===== src/tfr_pkg.sv =====
// Overview of operation
// - Embedded marker is forced off whenever turbo coding is configured.
// - Software selects embedded marker for recorded streams meant for forward insertion.
// - Embedded marker is 32-bit 352EF853, bit 0 sent first.
// - Randomize enable is frozen while the channel runs.
// - Randomize setting is never signalled in-band; both ends are preset alike.
// - Every frame bit is XORed with the matching generator bit.
// - Transmit randomizing sits after block encoding, before convolutional encoding.
// - Receive derandomizing sits after convolutional decoding and sync, before decoding.
// - Turbo soft symbols are inverted where the sequence bit is one.
// - Transmit sequence first bit meets the first frame bit.
// - Receive sequence starts on the bit right after the detected marker.
// - Marker bits bypass the XOR and the generator holds still.
// - Transmitter and receiver use one identical generator function.
// - Generator is polynomial x^8+x^7+x^5+x^3+1 in eight stages.
// - Free-running generator repeats every 255 bits.
// - Generator is preset to all ones at each frame start.
// - One generator step per data bit, first to last frame bit.
// - First 40 output bits are FF 48 0E C0 9A.
// - Standard non-turbo marker is 1ACFFC1D.
// - Turbo markers are 64 bits at rate half, 128 at quarter.
// - Each marker directly follows the previous frame, no fill between.
`default_nettype none
package tfr_pkg;
   // --------------------------------------------------------------
   // Register map
   // --------------------------------------------------------------
   localparam logic [7:0] TFR_REG_CTRL = 8'h00;
   localparam logic [7:0] TFR_REG_FLEN = 8'h04;
   localparam logic [7:0] TFR_REG_STAT = 8'h08;

   localparam int TFR_CTRL_RUN = 0;
   localparam int TFR_CTRL_RAND = 1;
   localparam int TFR_CTRL_EMB = 2;
   localparam int TFR_CTRL_TURBO_LO = 4;
   localparam int TFR_CTRL_TURBO_HI = 5;

   localparam int TFR_STAT_TX_BUSY = 0;
   localparam int TFR_STAT_RX_FRAME = 1;
   localparam int TFR_STAT_TXCNT_LO = 8;
   localparam int TFR_STAT_TXCNT_HI = 15;
   localparam int TFR_STAT_RXCNT_LO = 16;
   localparam int TFR_STAT_RXCNT_HI = 23;

   localparam int TFR_FLEN_W = 16;
   localparam logic [TFR_FLEN_W-1:0] TFR_FLEN_RST = 16'h2000;

   // --------------------------------------------------------------
   // Coding modes and markers
   // --------------------------------------------------------------
   localparam logic [1:0] TFR_TURBO_NONE = 2'h0;
   localparam logic [1:0] TFR_TURBO_HALF = 2'h1;
   localparam logic [1:0] TFR_TURBO_QUARTER = 2'h2;

   localparam int TFR_MK_W = 128;
   localparam int TFR_MK_IDX_W = 7;
   // Markers are left-justified; the MSB goes out first
   localparam logic [TFR_MK_W-1:0] TFR_MK_STD =
      {32'h1acffc1d, 96'h0};
   localparam logic [TFR_MK_W-1:0] TFR_MK_EMB =
      {32'h352ef853, 96'h0};
   localparam logic [TFR_MK_W-1:0] TFR_MK_TURBO =
      {64'h034776c7272895b0, 64'hfcb88938d8d76a4f};
   localparam logic [TFR_MK_IDX_W-1:0] TFR_MK_LAST_32 = 7'h1f;
   localparam logic [TFR_MK_IDX_W-1:0] TFR_MK_LAST_64 = 7'h3f;
   localparam logic [TFR_MK_IDX_W-1:0] TFR_MK_LAST_128 = 7'h7f;

   // --------------------------------------------------------------
   // Sequence generator
   // --------------------------------------------------------------
   localparam int TFR_LFSR_W = 8;
   localparam logic [TFR_LFSR_W-1:0] TFR_LFSR_SEED = 8'hff;
   localparam int TFR_TAP_A = 0;
   localparam int TFR_TAP_B = 3;
   localparam int TFR_TAP_C = 5;
   localparam int TFR_TAP_D = 7;

   // Shared by both directions so the sequences cannot drift apart
   function automatic logic [TFR_LFSR_W-1:0] tfr_lfsr_step(
      input logic [TFR_LFSR_W-1:0] s);
      logic fb;
      fb = s[TFR_TAP_A] ^ s[TFR_TAP_B] ^ s[TFR_TAP_C] ^ s[TFR_TAP_D];
      return {fb, s[TFR_LFSR_W-1:1]};
   endfunction

   typedef enum logic [2:0] {
      TFR_TX_IDLE = 3'b001,
      TFR_TX_MARK = 3'b010,
      TFR_TX_DATA = 3'b100
   } tfr_tx_state_t;
endpackage
`default_nettype wire


===== src/tfr_top.sv =====
// Design decisions made here: the Wishbone register port and the placing of the registers.
`default_nettype none
module tfr_top
   import tfr_pkg::*;
#(
   parameter int SYM_W = 4,
   parameter int CNT_W = 8
)(
   // Clock and reset
   input wire logic clk_i,
   input wire logic rst_i,
   // Wishbone slave
   input wire logic wb_cyc_i,
   input wire logic wb_stb_i,
   input wire logic wb_we_i,
   input wire logic [7:0] wb_adr_i,
   input wire logic [3:0] wb_sel_i,
   input wire logic [31:0] wb_dat_i,
   output logic [31:0] wb_dat_o,
   output logic wb_ack_o,
   // Transmit frame bits from block encoder
   input wire logic tx_bit_i,
   input wire logic tx_valid_i,
   output logic tx_ready_o,
   // Transmit line toward convolutional encoder
   output logic line_bit_o,
   output logic line_valid_o,
   output logic line_marker_o,
   input wire logic line_ready_i,
   // Receive symbols from synchronizer
   input wire logic [SYM_W-1:0] rx_sym_i,
   input wire logic rx_valid_i,
   input wire logic rx_marker_found_i,
   // Receive symbols toward block decoder
   output logic [SYM_W-1:0] rx_sym_o,
   output logic rx_valid_o,
   output logic rx_in_frame_o
);

   // --------------------------------------------------------------
   // Configuration registers
   // --------------------------------------------------------------
   logic run;
   logic rand_en;
   logic emb_sel;
   logic [1:0] turbo;
   logic [TFR_FLEN_W-1:0] frame_len;
   logic wr_cfg;
   logic [1:0] wr_turbo;
   logic [TFR_FLEN_W-1:0] frame_last;

   assign wr_cfg = wb_cyc_i && wb_stb_i && wb_we_i && !wb_ack_o;
   assign wr_turbo = wb_dat_i[TFR_CTRL_TURBO_HI:TFR_CTRL_TURBO_LO];
   assign frame_last = frame_len - 16'h0001;

   always_ff @(posedge clk_i)
   begin
      if (rst_i)
      begin
         run <= 1'b0;
      end
      else if (wr_cfg && wb_adr_i == TFR_REG_CTRL && wb_sel_i[0])
      begin
         run <= wb_dat_i[TFR_CTRL_RUN];
      end
   end

   // Mode is only changed with the channel stopped
   always_ff @(posedge clk_i)
   begin
      if (rst_i)
      begin
         rand_en <= 1'b0;
         emb_sel <= 1'b0;
         turbo <= TFR_TURBO_NONE;
      end
      else if (wr_cfg && wb_adr_i == TFR_REG_CTRL && wb_sel_i[0] && !run)
      begin
         rand_en <= wb_dat_i[TFR_CTRL_RAND];
         // Embedded marker is for recorded non-turbo streams
         emb_sel <= wb_dat_i[TFR_CTRL_EMB] &&
            wr_turbo == TFR_TURBO_NONE;
         turbo <= (wr_turbo == TFR_TURBO_HALF ||
            wr_turbo == TFR_TURBO_QUARTER) ? wr_turbo : TFR_TURBO_NONE;
      end
   end

   always_ff @(posedge clk_i)
   begin
      if (rst_i)
      begin
         frame_len <= TFR_FLEN_RST;
      end
      else if (wr_cfg && wb_adr_i == TFR_REG_FLEN && !run)
      begin
         if (wb_sel_i[0])
         begin
            frame_len[7:0] <= wb_dat_i[7:0];
         end
         if (wb_sel_i[1])
         begin
            frame_len[15:8] <= wb_dat_i[15:8];
         end
      end
   end

   // --------------------------------------------------------------
   // Bus answer
   // --------------------------------------------------------------
   logic tx_busy;
   logic rx_in_frame;
   logic [CNT_W-1:0] tx_frames;
   logic [CNT_W-1:0] rx_frames;
   logic [31:0] next_rdata;

   always_comb
   begin
      next_rdata = 32'h0;
      unique case (wb_adr_i)
         TFR_REG_CTRL:
         begin
            next_rdata[TFR_CTRL_RUN] = run;
            next_rdata[TFR_CTRL_RAND] = rand_en;
            next_rdata[TFR_CTRL_EMB] = emb_sel;
            next_rdata[TFR_CTRL_TURBO_HI:TFR_CTRL_TURBO_LO] = turbo;
         end
         TFR_REG_FLEN:
         begin
            next_rdata[TFR_FLEN_W-1:0] = frame_len;
         end
         TFR_REG_STAT:
         begin
            next_rdata[TFR_STAT_TX_BUSY] = tx_busy;
            next_rdata[TFR_STAT_RX_FRAME] = rx_in_frame;
            next_rdata[TFR_STAT_TXCNT_HI:TFR_STAT_TXCNT_LO] = tx_frames;
            next_rdata[TFR_STAT_RXCNT_HI:TFR_STAT_RXCNT_LO] = rx_frames;
         end
         default:
         begin
            next_rdata = 32'h0;
         end
      endcase
   end

   // One wait state; unmapped addresses read zero and ignore writes
   always_ff @(posedge clk_i)
   begin
      if (rst_i)
      begin
         wb_ack_o <= 1'b0;
         wb_dat_o <= 32'h0;
      end
      else
      begin
         wb_ack_o <= wb_cyc_i && wb_stb_i && !wb_ack_o;
         wb_dat_o <= next_rdata;
      end
   end

   // --------------------------------------------------------------
   // Transmit marker selection
   // --------------------------------------------------------------
   logic [TFR_MK_W-1:0] tx_marker;
   logic [TFR_MK_IDX_W-1:0] mk_last;

   always_comb
   begin
      if (turbo == TFR_TURBO_HALF)
      begin
         tx_marker = TFR_MK_TURBO;
         mk_last = TFR_MK_LAST_64;
      end
      else if (turbo == TFR_TURBO_QUARTER)
      begin
         tx_marker = TFR_MK_TURBO;
         mk_last = TFR_MK_LAST_128;
      end
      else if (emb_sel)
      begin
         tx_marker = TFR_MK_EMB;
         mk_last = TFR_MK_LAST_32;
      end
      else
      begin
         tx_marker = TFR_MK_STD;
         mk_last = TFR_MK_LAST_32;
      end
   end

   // --------------------------------------------------------------
   // Transmit sequencer
   // --------------------------------------------------------------
   tfr_tx_state_t tx_state;
   logic [TFR_MK_IDX_W-1:0] mk_idx;
   logic [TFR_FLEN_W-1:0] tx_cnt;
   logic [TFR_LFSR_W-1:0] tx_lfsr;
   logic out_free;
   logic tx_take;
   logic mk_emit;
   logic tx_frame_end;

   assign out_free = !line_valid_o || line_ready_i;
   assign tx_ready_o = tx_state == TFR_TX_DATA && out_free;
   assign tx_take = tx_ready_o && tx_valid_i;
   assign mk_emit = tx_state == TFR_TX_MARK && out_free;
   assign tx_frame_end = tx_take && tx_cnt == frame_last;
   assign tx_busy = tx_state != TFR_TX_IDLE;

   // A stop request lets the current frame finish
   always_ff @(posedge clk_i)
   begin
      if (rst_i)
      begin
         tx_state <= TFR_TX_IDLE;
         mk_idx <= '0;
         tx_cnt <= '0;
      end
      else
      begin
         unique case (tx_state)
            TFR_TX_IDLE:
            begin
               mk_idx <= '0;
               if (run)
               begin
                  tx_state <= TFR_TX_MARK;
               end
            end
            TFR_TX_MARK:
            begin
               if (mk_emit)
               begin
                  mk_idx <= mk_idx + 7'h01;
                  if (mk_idx == mk_last)
                  begin
                     tx_state <= TFR_TX_DATA;
                     tx_cnt <= '0;
                  end
               end
            end
            TFR_TX_DATA:
            begin
               if (tx_take)
               begin
                  tx_cnt <= tx_cnt + 16'h0001;
               end
               if (tx_frame_end)
               begin
                  mk_idx <= '0;
                  // Next marker follows at once, no fill
                  tx_state <= run ? TFR_TX_MARK : TFR_TX_IDLE;
               end
            end
            default:
            begin
               tx_state <= TFR_TX_IDLE;
            end
         endcase
      end
   end

   // Generator holds at the seed over the whole marker
   always_ff @(posedge clk_i)
   begin
      if (rst_i)
      begin
         tx_lfsr <= TFR_LFSR_SEED;
      end
      else if (tx_state != TFR_TX_DATA || tx_frame_end)
      begin
         tx_lfsr <= TFR_LFSR_SEED;
      end
      else if (tx_take)
      begin
         tx_lfsr <= tfr_lfsr_step(tx_lfsr);
      end
   end

   // Output stage carries block-encoded bits onward to the inner coder
   always_ff @(posedge clk_i)
   begin
      if (rst_i)
      begin
         line_valid_o <= 1'b0;
         line_bit_o <= 1'b0;
         line_marker_o <= 1'b0;
      end
      else if (mk_emit)
      begin
         line_valid_o <= 1'b1;
         line_bit_o <= tx_marker[TFR_MK_W - 1 - int'(mk_idx)];
         line_marker_o <= 1'b1;
      end
      else if (tx_take)
      begin
         line_valid_o <= 1'b1;
         line_bit_o <= tx_bit_i ^
            (rand_en & tx_lfsr[TFR_TAP_A]);
         line_marker_o <= 1'b0;
      end
      else if (line_ready_i)
      begin
         line_valid_o <= 1'b0;
      end
   end

   always_ff @(posedge clk_i)
   begin
      if (rst_i)
      begin
         tx_frames <= '0;
      end
      else if (tx_frame_end)
      begin
         tx_frames <= tx_frames + 8'h01;
      end
   end

   // --------------------------------------------------------------
   // Receive derandomizer
   // --------------------------------------------------------------
   logic [TFR_FLEN_W-1:0] rx_cnt;
   logic [TFR_LFSR_W-1:0] rx_lfsr;
   logic rx_data;
   logic rx_sync;
   logic rx_frame_end;
   logic rx_flip;

   // Marker-found marks the last marker bit, never a data bit
   assign rx_sync = run && rx_valid_i && rx_marker_found_i;
   assign rx_data = rx_valid_i && rx_in_frame && !rx_marker_found_i;
   assign rx_frame_end = rx_data && rx_cnt == frame_last;
   assign rx_flip = rand_en && rx_lfsr[TFR_TAP_A];

   // A fresh marker resynchronises even mid-frame
   always_ff @(posedge clk_i)
   begin
      if (rst_i)
      begin
         rx_in_frame <= 1'b0;
         rx_cnt <= '0;
         rx_lfsr <= TFR_LFSR_SEED;
      end
      else if (rx_sync)
      begin
         rx_in_frame <= 1'b1;
         rx_cnt <= '0;
         rx_lfsr <= TFR_LFSR_SEED;
      end
      else if (rx_data)
      begin
         rx_cnt <= rx_cnt + 16'h0001;
         rx_lfsr <= tfr_lfsr_step(rx_lfsr);
         if (rx_frame_end)
         begin
            rx_in_frame <= 1'b0;
         end
      end
   end

   // Soft symbols invert, so one-bit hard data reduces to XOR
   always_ff @(posedge clk_i)
   begin
      if (rst_i)
      begin
         rx_valid_o <= 1'b0;
         rx_sym_o <= '0;
         rx_in_frame_o <= 1'b0;
      end
      else
      begin
         rx_valid_o <= rx_valid_i;
         rx_in_frame_o <= rx_data;
         if (rx_data && rx_flip)
         begin
            rx_sym_o <= ~rx_sym_i;
         end
         else
         begin
            rx_sym_o <= rx_sym_i;
         end
      end
   end

   always_ff @(posedge clk_i)
   begin
      if (rst_i)
      begin
         rx_frames <= '0;
      end
      else if (rx_frame_end)
      begin
         rx_frames <= rx_frames + 8'h01;
      end
   end

endmodule
`default_nettype wire


===== config.mk =====
export PLATFORM = sky130hd
export DESIGN_NAME = tfr_top
export DESIGN_NICKNAME = d
export VERILOG_FILES = /design/src/tfr_pkg.sv /design/src/tfr_top.sv
export SDC_FILE = /design/constraint.sdc
export NUM_CORES = 1
export LEC_CHECK = 0
export ABC_CLOCK_PERIOD_IN_PS = 3400
export BUFFER_PORTS_ARGS = -buffer_cell sky130_fd_sc_hd__buf_2
export CAP_MARGIN = 20
export CELL_PAD_IN_SITES_DETAIL_PLACEMENT = 0
export CELL_PAD_IN_SITES_GLOBAL_PLACEMENT = 1
export CORE_ASPECT_RATIO = 0.7
export CORE_UTILIZATION = 43
export CTS_CLUSTER_DIAMETER = 50
export DETAILED_ROUTE_END_ITERATION = 10
export HOLD_SLACK_MARGIN = 0.05
export PLACE_DENSITY_LB_ADDON = 0.2
export SLEW_MARGIN = 30
export SYNTH_ARGS = -nofsm -noshare
export SYNTH_HDL_FRONTEND = slang
export SYNTH_SLANG_ARGS = --single-unit

===== constraint.sdc =====
create_clock -name clk_i -period 3.4 [get_ports clk_i]
set_input_delay 0.51 -clock clk_i [delete_from_list [all_inputs] [get_ports clk_i]]
set_output_delay 0.51 -clock clk_i [all_outputs]
set_load 0.02 [all_outputs]

==> reports/qor.log, run 1 <==
[worst_setup_path] required time reported for the critical path endpoint 3.69 ns
[floorplanning] number of placed I/O pins 101
[sta] final setup violating endpoints 0
[sta] count of final hold-check violations 0
[clock_network] Skew-Pair Late Insertion Delay 0.41 ns
[worst_setup_path] Worst Path Class, Setup flip-flop to flip-flop
[global_route] All-Layer GR Usage 0.218
[sta] slew at the pin closest to its max-slew limit 0.708 ns
[hold_path] class of the tightest hold or removal check input pin to flip-flop
[detailed_routing] average wire per cell in the routed design 15.8 µm
[layout] synthesis-to-layout area growth 15.7%
[synthesis] mean area per synthesized cell 8.38 µm²
[sta] total negative slack for setup checks 0 ns
[sta] Layout Skew 0.00667 ns
[clock_network] number of sinks handled by clock tree synthesis 130
[global_route] number of global-route vias before repair 5426
[detailed_routing] DRC violation count after routing 7
[job] number of maximum-capacitance constraint violations 0
[synthesis] gate count of the mapped netlist 816
[synthesis] Synth cell types 75
[clock_network] Worst-path clk slew 0.06 ns
[clock_network] number of H-tree branching levels 4
[clock_network] maximum clock path buffer count 2
[floorplanning] height of the die 108 µm
[power_and_ir_drop] Worst IR Drop VDD 0.376 mV
[sta] Achievable Freq 0.319 GHz
[sta] fin crit period 3.13 ns
[synthesis] async set or reset register ratio after synthesis 0
[global_route] pin count of the biggest net entering global routing 60
[place] last weighted congestion value of the routability-driven placer 0.869
[worst_setup_path] Setup crit end kind flip-flop
[synthesis] area share of the largest cell type after synthesis 0.381
[power_and_ir_drop] power after layout 3.63 mW
[floorplanning] x dimension of the die 153 µm
[layout] NumNets Final 936
[synthesis] largest area contributor in the synthesized netlist sky130_fd_sc_hd__dfxtp_1
[clock_network] total clock buffers created by CTS 17
[synthesis] EDFF count, synth 0
[layout] utilization of the core after routing 0.510
[sta] setup repair after global routing missed its margin no
[floorplanning] Total Die Area 16400 µm²
[sta] Slew Limit Headroom 0.527
[detailed_routing] antenna viol nets, final 0
[status] violations in the final reports design-rule violations
[floorplanning] initial cell density of the core 0.441
[sta] max-slew violation total from the final report 0
[detailed_routing] Initial DRT Pass Iterations 8
[floorplanning] placeable core region 15500 µm²
[floorplanning] Site Rows 38
[sta] share of the clock period used by the worst path 0.922
[synthesis] Netlist Area Pre-Place 6840 µm²
[synthesis] count of yosys warnings during synthesis 0
[detailed_routing] post-detailed-routing wire length 17200 µm
[layout] number of antenna diodes 0
[place] post-DP HPWL 12600 µm
[clock_network] root buffer selected by CTS sky130_fd_sc_hd__clkbuf_16
[worst_setup_path] cell count of the worst reg-to-reg path 8
[clock_network] TritonCTS clock tree yes
[detailed_routing] vias per cell 5.44
[synthesis] flip-flop cell with the highest count after synthesis sky130_fd_sc_hd__dfxtp_1
[clock_network] number of cells upsized or downsized after cts 0
[synthesis] sequential share of the synthesized area 0.381
[place] number of buffer cells added on primary ports 74
[synthesis] dominant cells by area after synthesis sky130_fd_sc_hd__dfxtp_1 38%, sky130_fd_sc_hd__nand2_1 5.7%, sky130_fd_sc_hd__xor2_1 5.5%
[worst_setup_path] crit-path max FO 13
[synthesis] dominant cell by count in the synthesized netlist sky130_fd_sc_hd__dfxtp_1
[power_and_ir_drop] Leak 3.25 nW
[synthesis] commonest cells in the synthesized netlist 130 x sky130_fd_sc_hd__dfxtp_1, 104 x sky130_fd_sc_hd__nand2_1, 76 x sky130_fd_sc_hd__nor2_1
[synthesis] number of register bits inferred by synthesis 130
[power_and_ir_drop] total power density per cell area 459 nW/µm²
[layout] fraction of layout instances using a drive strength above 1 0.161
[detailed_routing] vias after detailed routing 5889
[status] run status finished, violations left
[global_route] first-pass GRT wire length 28000 µm
[worst_setup_path] Worst EP arrival 3.43 ns
[global_route] total congestion overflow 0
[global_route] antenna violations before repair 1
[worst_setup_path] crit start category flip-flop
[hold_path] cell depth of the worst min-delay path 3
[detailed_routing] number of violations reported at the end of detailed-routing iteration 0 331
flip-flops by register name, summed over array words and instances, names as in the netlist, 2 cells and up:
register,cells
rx_frames,8
tx_cnt,16
wb_dat_o,24
tx_state,3
rx_sym_o,4
frame_len,16
rx_lfsr,8
tx_lfsr,8
tx_frames,8
rx_cnt,16
turbo,2
mk_idx,7
cell type report:
class / count / area, µm²
tap: 200 / 250
clock buffer: 20 / 457
sequential: 130 / 2600
clock inverter: 12 / 203
multi-input combinational: 618 / 3860
fill: 1459 / 7590
timing repair buffer: 91 / 498
inverter: 12 / 45.0
path summary, 6_finish.rpt:
check | end | slack [ns] | startpoint
worst max-delay path | tx_frames[6] | 0.27 | frame_len[4]
worst min-delay path | frame_len[6] | 0.34 | wb_dat_i[6]
worst max register to register | tx_frames[6] | 0.27 | frame_len[4]
worst min register to register | rx_lfsr[0] | 0.47 | rx_lfsr[1]
stage by stage:
stage / cells / hold slack, ns / setup WS (ns) / cell area, µm²
detailed placement: 1049 / 0.456 / 0.257 / 7240
CTS: 1081 / 0.317 / 0.244 / 7900
finish: 1083 / 0.337 / 0.266 / 7910
global route: 1083 / 0.341 / 0.0499 / 7910
global placement: 1049 / 0.446 / 0.351 / 7230
floorplan: 823 / 0.439 / 0.638 / 6870
timing repair:
item | 4_1_cts | 5_1_grt
buffers inserted | 0 | 2
hold buffers | 0 | 0
endpoints found under the setup margin | 0 | 2
per-layer routing:
layer,track usage,routed length (µm)
met3,0.0443,920
met5,0,13
met1,0.307,8700
met4,0.0772,220
met2,0.329,7310
power breakdown:
group          leakage (nW)  total, mW  switching (mW)  internal, mW
Clock                 0.309       2.02           0.678          1.34
Sequential             1.05       1.53         0.00128          1.53
Combinational          1.89     0.0843          0.0557        0.0286
kinds of logic (layout without fill, tap and decap cells):
family                   count (synthesis)  after routing  synth area share
other                                    1              8          0.000548
buffers and inverters                   75            135            0.0598
flip-flops                             130            130             0.381
adder cells (fa/ha/maj)                  8              8            0.0146
multiplexers                            18             18            0.0269
AO/OA/AOI/OAI                          133            133             0.126
XOR/XNOR                                79             79             0.107
AND/OR/NAND/NOR                        372            372             0.284
placed cells by master, fill, tap and decap left out, types with 3 or more instances in the layout:
master,count
sky130_fd_sc_hd__buf_4,17
sky130_fd_sc_hd__o22ai_1,5
sky130_fd_sc_hd__nand3b_1,7
sky130_fd_sc_hd__buf_2,74
sky130_fd_sc_hd__nand2_1,104
sky130_fd_sc_hd__or4_1,4
sky130_fd_sc_hd__nor3b_1,7
sky130_fd_sc_hd__a211oi_1,5
sky130_fd_sc_hd__o22a_1,3
sky130_fd_sc_hd__nor2_1,75
sky130_fd_sc_hd__nor4_1,5
sky130_fd_sc_hd__mux2i_1,15
sky130_fd_sc_hd__and3_1,15
sky130_fd_sc_hd__xnor3_1,3
sky130_fd_sc_hd__conb_1,8
sky130_fd_sc_hd__and2_1,15
sky130_fd_sc_hd__o211ai_1,3
sky130_fd_sc_hd__o21ai_0,23
sky130_fd_sc_hd__dfxtp_1,130
sky130_fd_sc_hd__or3_1,11
sky130_fd_sc_hd__inv_1,12
sky130_fd_sc_hd__a31oi_1,9
sky130_fd_sc_hd__nor2b_1,12
sky130_fd_sc_hd__nand2b_1,15
sky130_fd_sc_hd__o2111ai_1,4
sky130_fd_sc_hd__bufinv_16,5
sky130_fd_sc_hd__a22o_1,9
sky130_fd_sc_hd__clkinvlp_4,4
sky130_fd_sc_hd__ha_1,8
sky130_fd_sc_hd__clkbuf_16,17
sky130_fd_sc_hd__xnor2_1,33
sky130_fd_sc_hd__or2_2,3
sky130_fd_sc_hd__a21oi_1,46
sky130_fd_sc_hd__nand4_1,13
sky130_fd_sc_hd__nand3_1,41
sky130_fd_sc_hd__xor2_1,43
sky130_fd_sc_hd__nor3_1,26
critical path, stage by stage (launching register included):
cell and delay (ns):
sky130_fd_sc_hd__dfxtp_1 0.42, sky130_fd_sc_hd__nor4_4 0.68, sky130_fd_sc_hd__nand4_1 0.24, sky130_fd_sc_hd__xor2_1 0.31, sky130_fd_sc_hd__xnor2_1 0.14, sky130_fd_sc_hd__nor4_2 0.36
sky130_fd_sc_hd__nand2_2 0.25, sky130_fd_sc_hd__nor3_1 0.26, sky130_fd_sc_hd__mux2_1 0.34
No activity file was read; power rests on OpenSTA's default activity.
==> run 2, diff against run 1 <==
--- a/config.mk
+++ b/config.mk
@@ -5,17 +5,20 @@
 export SDC_FILE = /design/constraint.sdc
 export NUM_CORES = 1
 export LEC_CHECK = 0
+export ABC_AREA = 1
 export ABC_CLOCK_PERIOD_IN_PS = 3400
 export BUFFER_PORTS_ARGS = -buffer_cell sky130_fd_sc_hd__buf_2
 export CAP_MARGIN = 20
 export CELL_PAD_IN_SITES_DETAIL_PLACEMENT = 0
 export CELL_PAD_IN_SITES_GLOBAL_PLACEMENT = 1
 export CORE_ASPECT_RATIO = 0.7
-export CORE_UTILIZATION = 43
+export CORE_UTILIZATION = 41
 export CTS_CLUSTER_DIAMETER = 50
 export DETAILED_ROUTE_END_ITERATION = 10
+export GPL_ROUTABILITY_DRIVEN = 0
 export HOLD_SLACK_MARGIN = 0.05
 export PLACE_DENSITY_LB_ADDON = 0.2
+export REMOVE_ABC_BUFFERS = 1
 export SLEW_MARGIN = 30
 export SYNTH_ARGS = -nofsm -noshare
 export SYNTH_HDL_FRONTEND = slang
==> reports/qor.log, run 2 <==
[status] run status finished, final reports clean
[floorplanning] Site Rows 39 [+2.6%]
[sta] setup repair after global routing missed its margin no
[layout] number of antenna diodes 0 [unchanged]
[worst_setup_path] Worst Path Class, Setup flip-flop to flip-flop
[sta] slew at the pin closest to its max-slew limit 0.764 ns [+0.0560 ns]
[sta] Layout Skew 0.00992 ns [+0.00324 ns]
[worst_setup_path] crit-path max FO 13 [unchanged]
[sta] Achievable Freq 0.347 GHz [+8.8%]
[clock_network] Skew-Pair Late Insertion Delay 0.43 ns [+0.02 ns]
[worst_setup_path] Worst EP arrival 3.23 ns [-0.20 ns]
[floorplanning] x dimension of the die 159 µm [+3.9%]
[synthesis] Synth cell types 47 [-37%]
[power_and_ir_drop] total net switching power 930 µW [+26%]
[power_and_ir_drop] total power density per cell area 425 nW/µm² [-7.4%]
[layout] register bank with the most flops wb_dat_o
[clock_network] root buffer selected by CTS sky130_fd_sc_hd__clkbuf_16
[synthesis] Netlist Area Pre-Place 7040 µm² [+3.0%]
[place] post-DP HPWL 15400 µm [+22%]
[detailed_routing] antenna viol nets, final 0 [unchanged]
[clock_network] number of H-tree branching levels 4 [unchanged]
[synthesis] sequential share of the synthesized area 0.370 [-0.0110]
[global_route] antenna violations before repair 0 [-1]
[detailed_routing] DRC violation count after routing 0 [-7]
[power_and_ir_drop] switching share of total power 0.267 [+0.0647]
[detailed_routing] Initial DRT Pass Iterations 5 [-3]
[power_and_ir_drop] Leak 3.46 nW [+6.5%]
[global_route] pin count of the biggest net entering global routing 35 [-42%]
[detailed_routing] average wire per cell in the routed design 14.8 µm [-6.8%]
[worst_setup_path] reg-to-reg slack, setup 0.52 ns [+0.25 ns]
[power_and_ir_drop] fraction of power consumed by the clock network 0.508 [-0.048]
[sta] count of final hold-check violations 0 [unchanged]
[floorplanning] initial cell density of the core 0.426 [-0.0155]
[power_and_ir_drop] Sequential Power Share 0.445 [+0.024]
[clock_network] TritonCTS clock tree yes
[detailed_routing] vias per cell 5.09 [-6.4%]
[layout] max FFs per register 24 [unchanged]
[sta] Slew Limit Headroom 0.489 [-0.0378]
[synthesis] commonest cells in the synthesized netlist 215 x sky130_fd_sc_hd__nand2_1, 130 x sky130_fd_sc_hd__dfxtp_1, 123 x sky130_fd_sc_hd__inv_1
[clock_network] Worst-path clk slew 0.07 ns [about the same]
[global_route] total congestion overflow 0 [unchanged]
[synthesis] largest area contributor in the synthesized netlist sky130_fd_sc_hd__dfxtp_1
[clock_network] maximum clock path buffer count 2 [unchanged]
[sta] fin crit period 2.88 ns [-0.253 ns]
[synthesis] area share of the largest cell type after synthesis 0.370 [-0.0110]
[worst_setup_path] cell count of the worst reg-to-reg path 12 [+4]
[worst_setup_path] Setup crit end kind flip-flop
[worst_setup_path] required time reported for the critical path endpoint 3.75 ns [+0.06 ns]
[power_and_ir_drop] internal power 2.55 mW [-12%]
[sta] max-slew violation total from the final report 0 [unchanged]
[worst_setup_path] RR Endpoint tx_cnt[11]
[layout] final std cells w/o fill 1350 [+25%]
[synthesis] EDFF count, synth 0 [unchanged]
[sta] final setup violating endpoints 0 [unchanged]
[sta] total negative slack for setup checks 0 ns [unchanged]
[clock_network] number of cells upsized or downsized after cts 0 [unchanged]
[place] number of cells in the design after placement 1318 [+26%]
[synthesis] count of yosys warnings during synthesis 0 [unchanged]
[layout] fraction of layout instances using a drive strength above 1 0.140 [-0.0204]
[power_and_ir_drop] Worst IR Drop VDD 0.285 mV [-24%]
[floorplanning] number of placed I/O pins 101 [unchanged]
[detailed_routing] vias after detailed routing 6873 [+17%]
[worst_setup_path] r2r startpoint mk_idx[1]
[hold_path] class of the tightest hold or removal check input pin to flip-flop
[clock_network] total clock buffers created by CTS 17 [unchanged]
[sta] share of the clock period used by the worst path 0.847 [-0.0744]
[global_route] number of global-route vias before repair 5998 [+11%]
[global_route] first-pass GRT wire length 32200 µm [+15%]
[global_route] All-Layer GR Usage 0.239 [+0.0212]
[hold_path] beginning of the worst hold path rx_sym_i[3]
[synthesis] dominant cell by count in the synthesized netlist sky130_fd_sc_hd__nand2_1
[synthesis] mean area per synthesized cell 6.80 µm² [-19%]
[synthesis] flip-flop cell with the highest count after synthesis sky130_fd_sc_hd__dfxtp_1
[hold_path] Hold EP rx_sym_o[3]
[clock_network] postcts setup bufs 0 [unchanged]
[detailed_routing] post-detailed-routing wire length 19900 µm [+16%]
[floorplanning] Total Die Area 17700 µm² [+7.9%]
[synthesis] dominant cells by area after synthesis sky130_fd_sc_hd__dfxtp_1 37%, sky130_fd_sc_hd__nand2_1 11%, sky130_fd_sc_hd__nand3_1 7.5%
[synthesis] gate count of the mapped netlist 1035 [+27%]
[power_and_ir_drop] combinational cell fraction of total power 0.047 [+0.024]
[floorplanning] height of the die 112 µm [+3.8%]
[job] number of maximum-capacitance constraint violations 0 [unchanged]
[layout] commonest non-fill, non-tap cell in the layout sky130_fd_sc_hd__nand2_1
[layout] leading cell types in the layout, fill and taps excluded 215 x sky130_fd_sc_hd__nand2_1, 130 x sky130_fd_sc_hd__dfxtp_1, 123 x sky130_fd_sc_hd__inv_1
[clock_network] number of sinks handled by clock tree synthesis 130 [unchanged]
[detailed_routing] number of violations reported at the end of detailed-routing iteration 0 479 [+45%]
[floorplanning] placeable core region 16500 µm² [+6.7%]
[worst_setup_path] crit start category flip-flop
[synthesis] async set or reset register ratio after synthesis 0 [unchanged]
[hold_path] cell depth of the worst min-delay path 2 [-1]
[synthesis] number of register bits inferred by synthesis 130 [unchanged]
[place] number of buffer cells added on primary ports 74 [unchanged]
[clock_network] hold buffers post-CTS 0 [unchanged]
[layout] synthesis-to-layout area growth 16.3%
[layout] NumNets Final 1178 [+26%]
## run 2: changes by cell type in the layout (fill, tap and decap cells not counted), sizes merged, moves of 15 or more
cell and change:
xnor2 -27, inv +125, nand2 +121, nor2 +53, nand2b -15, o21ai +30, nand3 +65, a21oi +21
mux2i -15, xor2 -20
## run 2: how the worst max path moves through the flow
| stage | startpoint | endpoint | slack (ns) | cells past startpoint |
|---|---|---|---|---|
| after floorplan | frame_len[0] | mk_idx[1] | 1.12 | 15 |
| after global placement | frame_len[1] | tx_lfsr[6] | 0.63 | 15 |
| after detailed placement | frame_len[1] | tx_lfsr[3] | 0.58 | 15 |
| after CTS | mk_idx[1] | tx_cnt[11] | 0.60 | 12 |
| after global routing | mk_idx[1] | tx_cnt[11] | 0.24 | 12 |
| final | mk_idx[1] | tx_cnt[11] | 0.52 | 12 |
## run 2: layer usage
metal | share of wire | routed length [µm] | global-route usage | up-vias
met5 | 0 | 0 | 0 | -
met4 | 0.011 | 220 | 0.0712 | 0
met3 | 0.066 | 1320 | 0.0483 | 14
met2 | 0.36 | 7140 | 0.298 | 210
met1 | 0.56 | 11300 | 0.393 | 3071
li1 | - | - | - | 3578
## run 2: critical path, stage by stage (launching register included)
cell and delay, ns:
sky130_fd_sc_hd__dfxtp_1 0.61, sky130_fd_sc_hd__ha_1 0.28, sky130_fd_sc_hd__nand3_1 0.12, sky130_fd_sc_hd__nor2_2 0.18
sky130_fd_sc_hd__nand3_1 0.14, sky130_fd_sc_hd__o21ai_2 0.19, sky130_fd_sc_hd__nand2_2 0.22, sky130_fd_sc_hd__inv_2 0.18
sky130_fd_sc_hd__nand2_1 0.09, sky130_fd_sc_hd__nor2_1 0.16, sky130_fd_sc_hd__nand3_1 0.23, sky130_fd_sc_hd__o21ai_0 0.20
sky130_fd_sc_hd__nor3b_1 0.18
## run 2: cell type report
class                   count  area [µm²]
multi-input cells         751        3820
clock buffers              17         425
flip-flops and latches    130        2600
fillers                  1680        8360
repair buffers             82         430
inverters                 130         488
clock inverters            15         143
well taps                 225         282
## run 2: through the flow
step                      hold slack [ns]  utilization  setup slack (ns)  power (mW)  instance area [µm²]
after floorplan                     0.422            -              1.12        1.67                 6910
after global placement              0.438        0.461             0.629        1.74                 7620
after detailed placement            0.438        0.461             0.580        1.74                 7620
after CTS                           0.234        0.495             0.597        3.52                 8190
after global routing                0.239        0.495             0.244        3.61                 8190
final                               0.255        0.495             0.519        3.48                 8190
## run 2: power groups by stage
| stage | Sequential, mW | Combinational [mW] | Clock (mW) |
|---|---|---|---|
| after floorplan | 1.59 | 0.0888 | 0 |
| after global placement | 1.58 | 0.161 | 0 |
| after detailed placement | 1.58 | 0.161 | 0 |
| after CTS | 1.55 | 0.161 | 1.81 |
| after global routing | 1.55 | 0.182 | 1.88 |
| final | 1.55 | 0.164 | 1.77 |
## run 2: cell families (layout without fill, tap and decap cells)
kind of cell    Yosys count  after routing  share of synthesized area
compound gates          158            158                      0.125
xor+xnor                 29             29                     0.0361
fa+ha+maj                 8              8                     0.0142
buf+inv                 161            244                     0.0922
flops                   130            130                      0.370
other cells               1              8                   0.000533
simple gates            548            548                      0.362
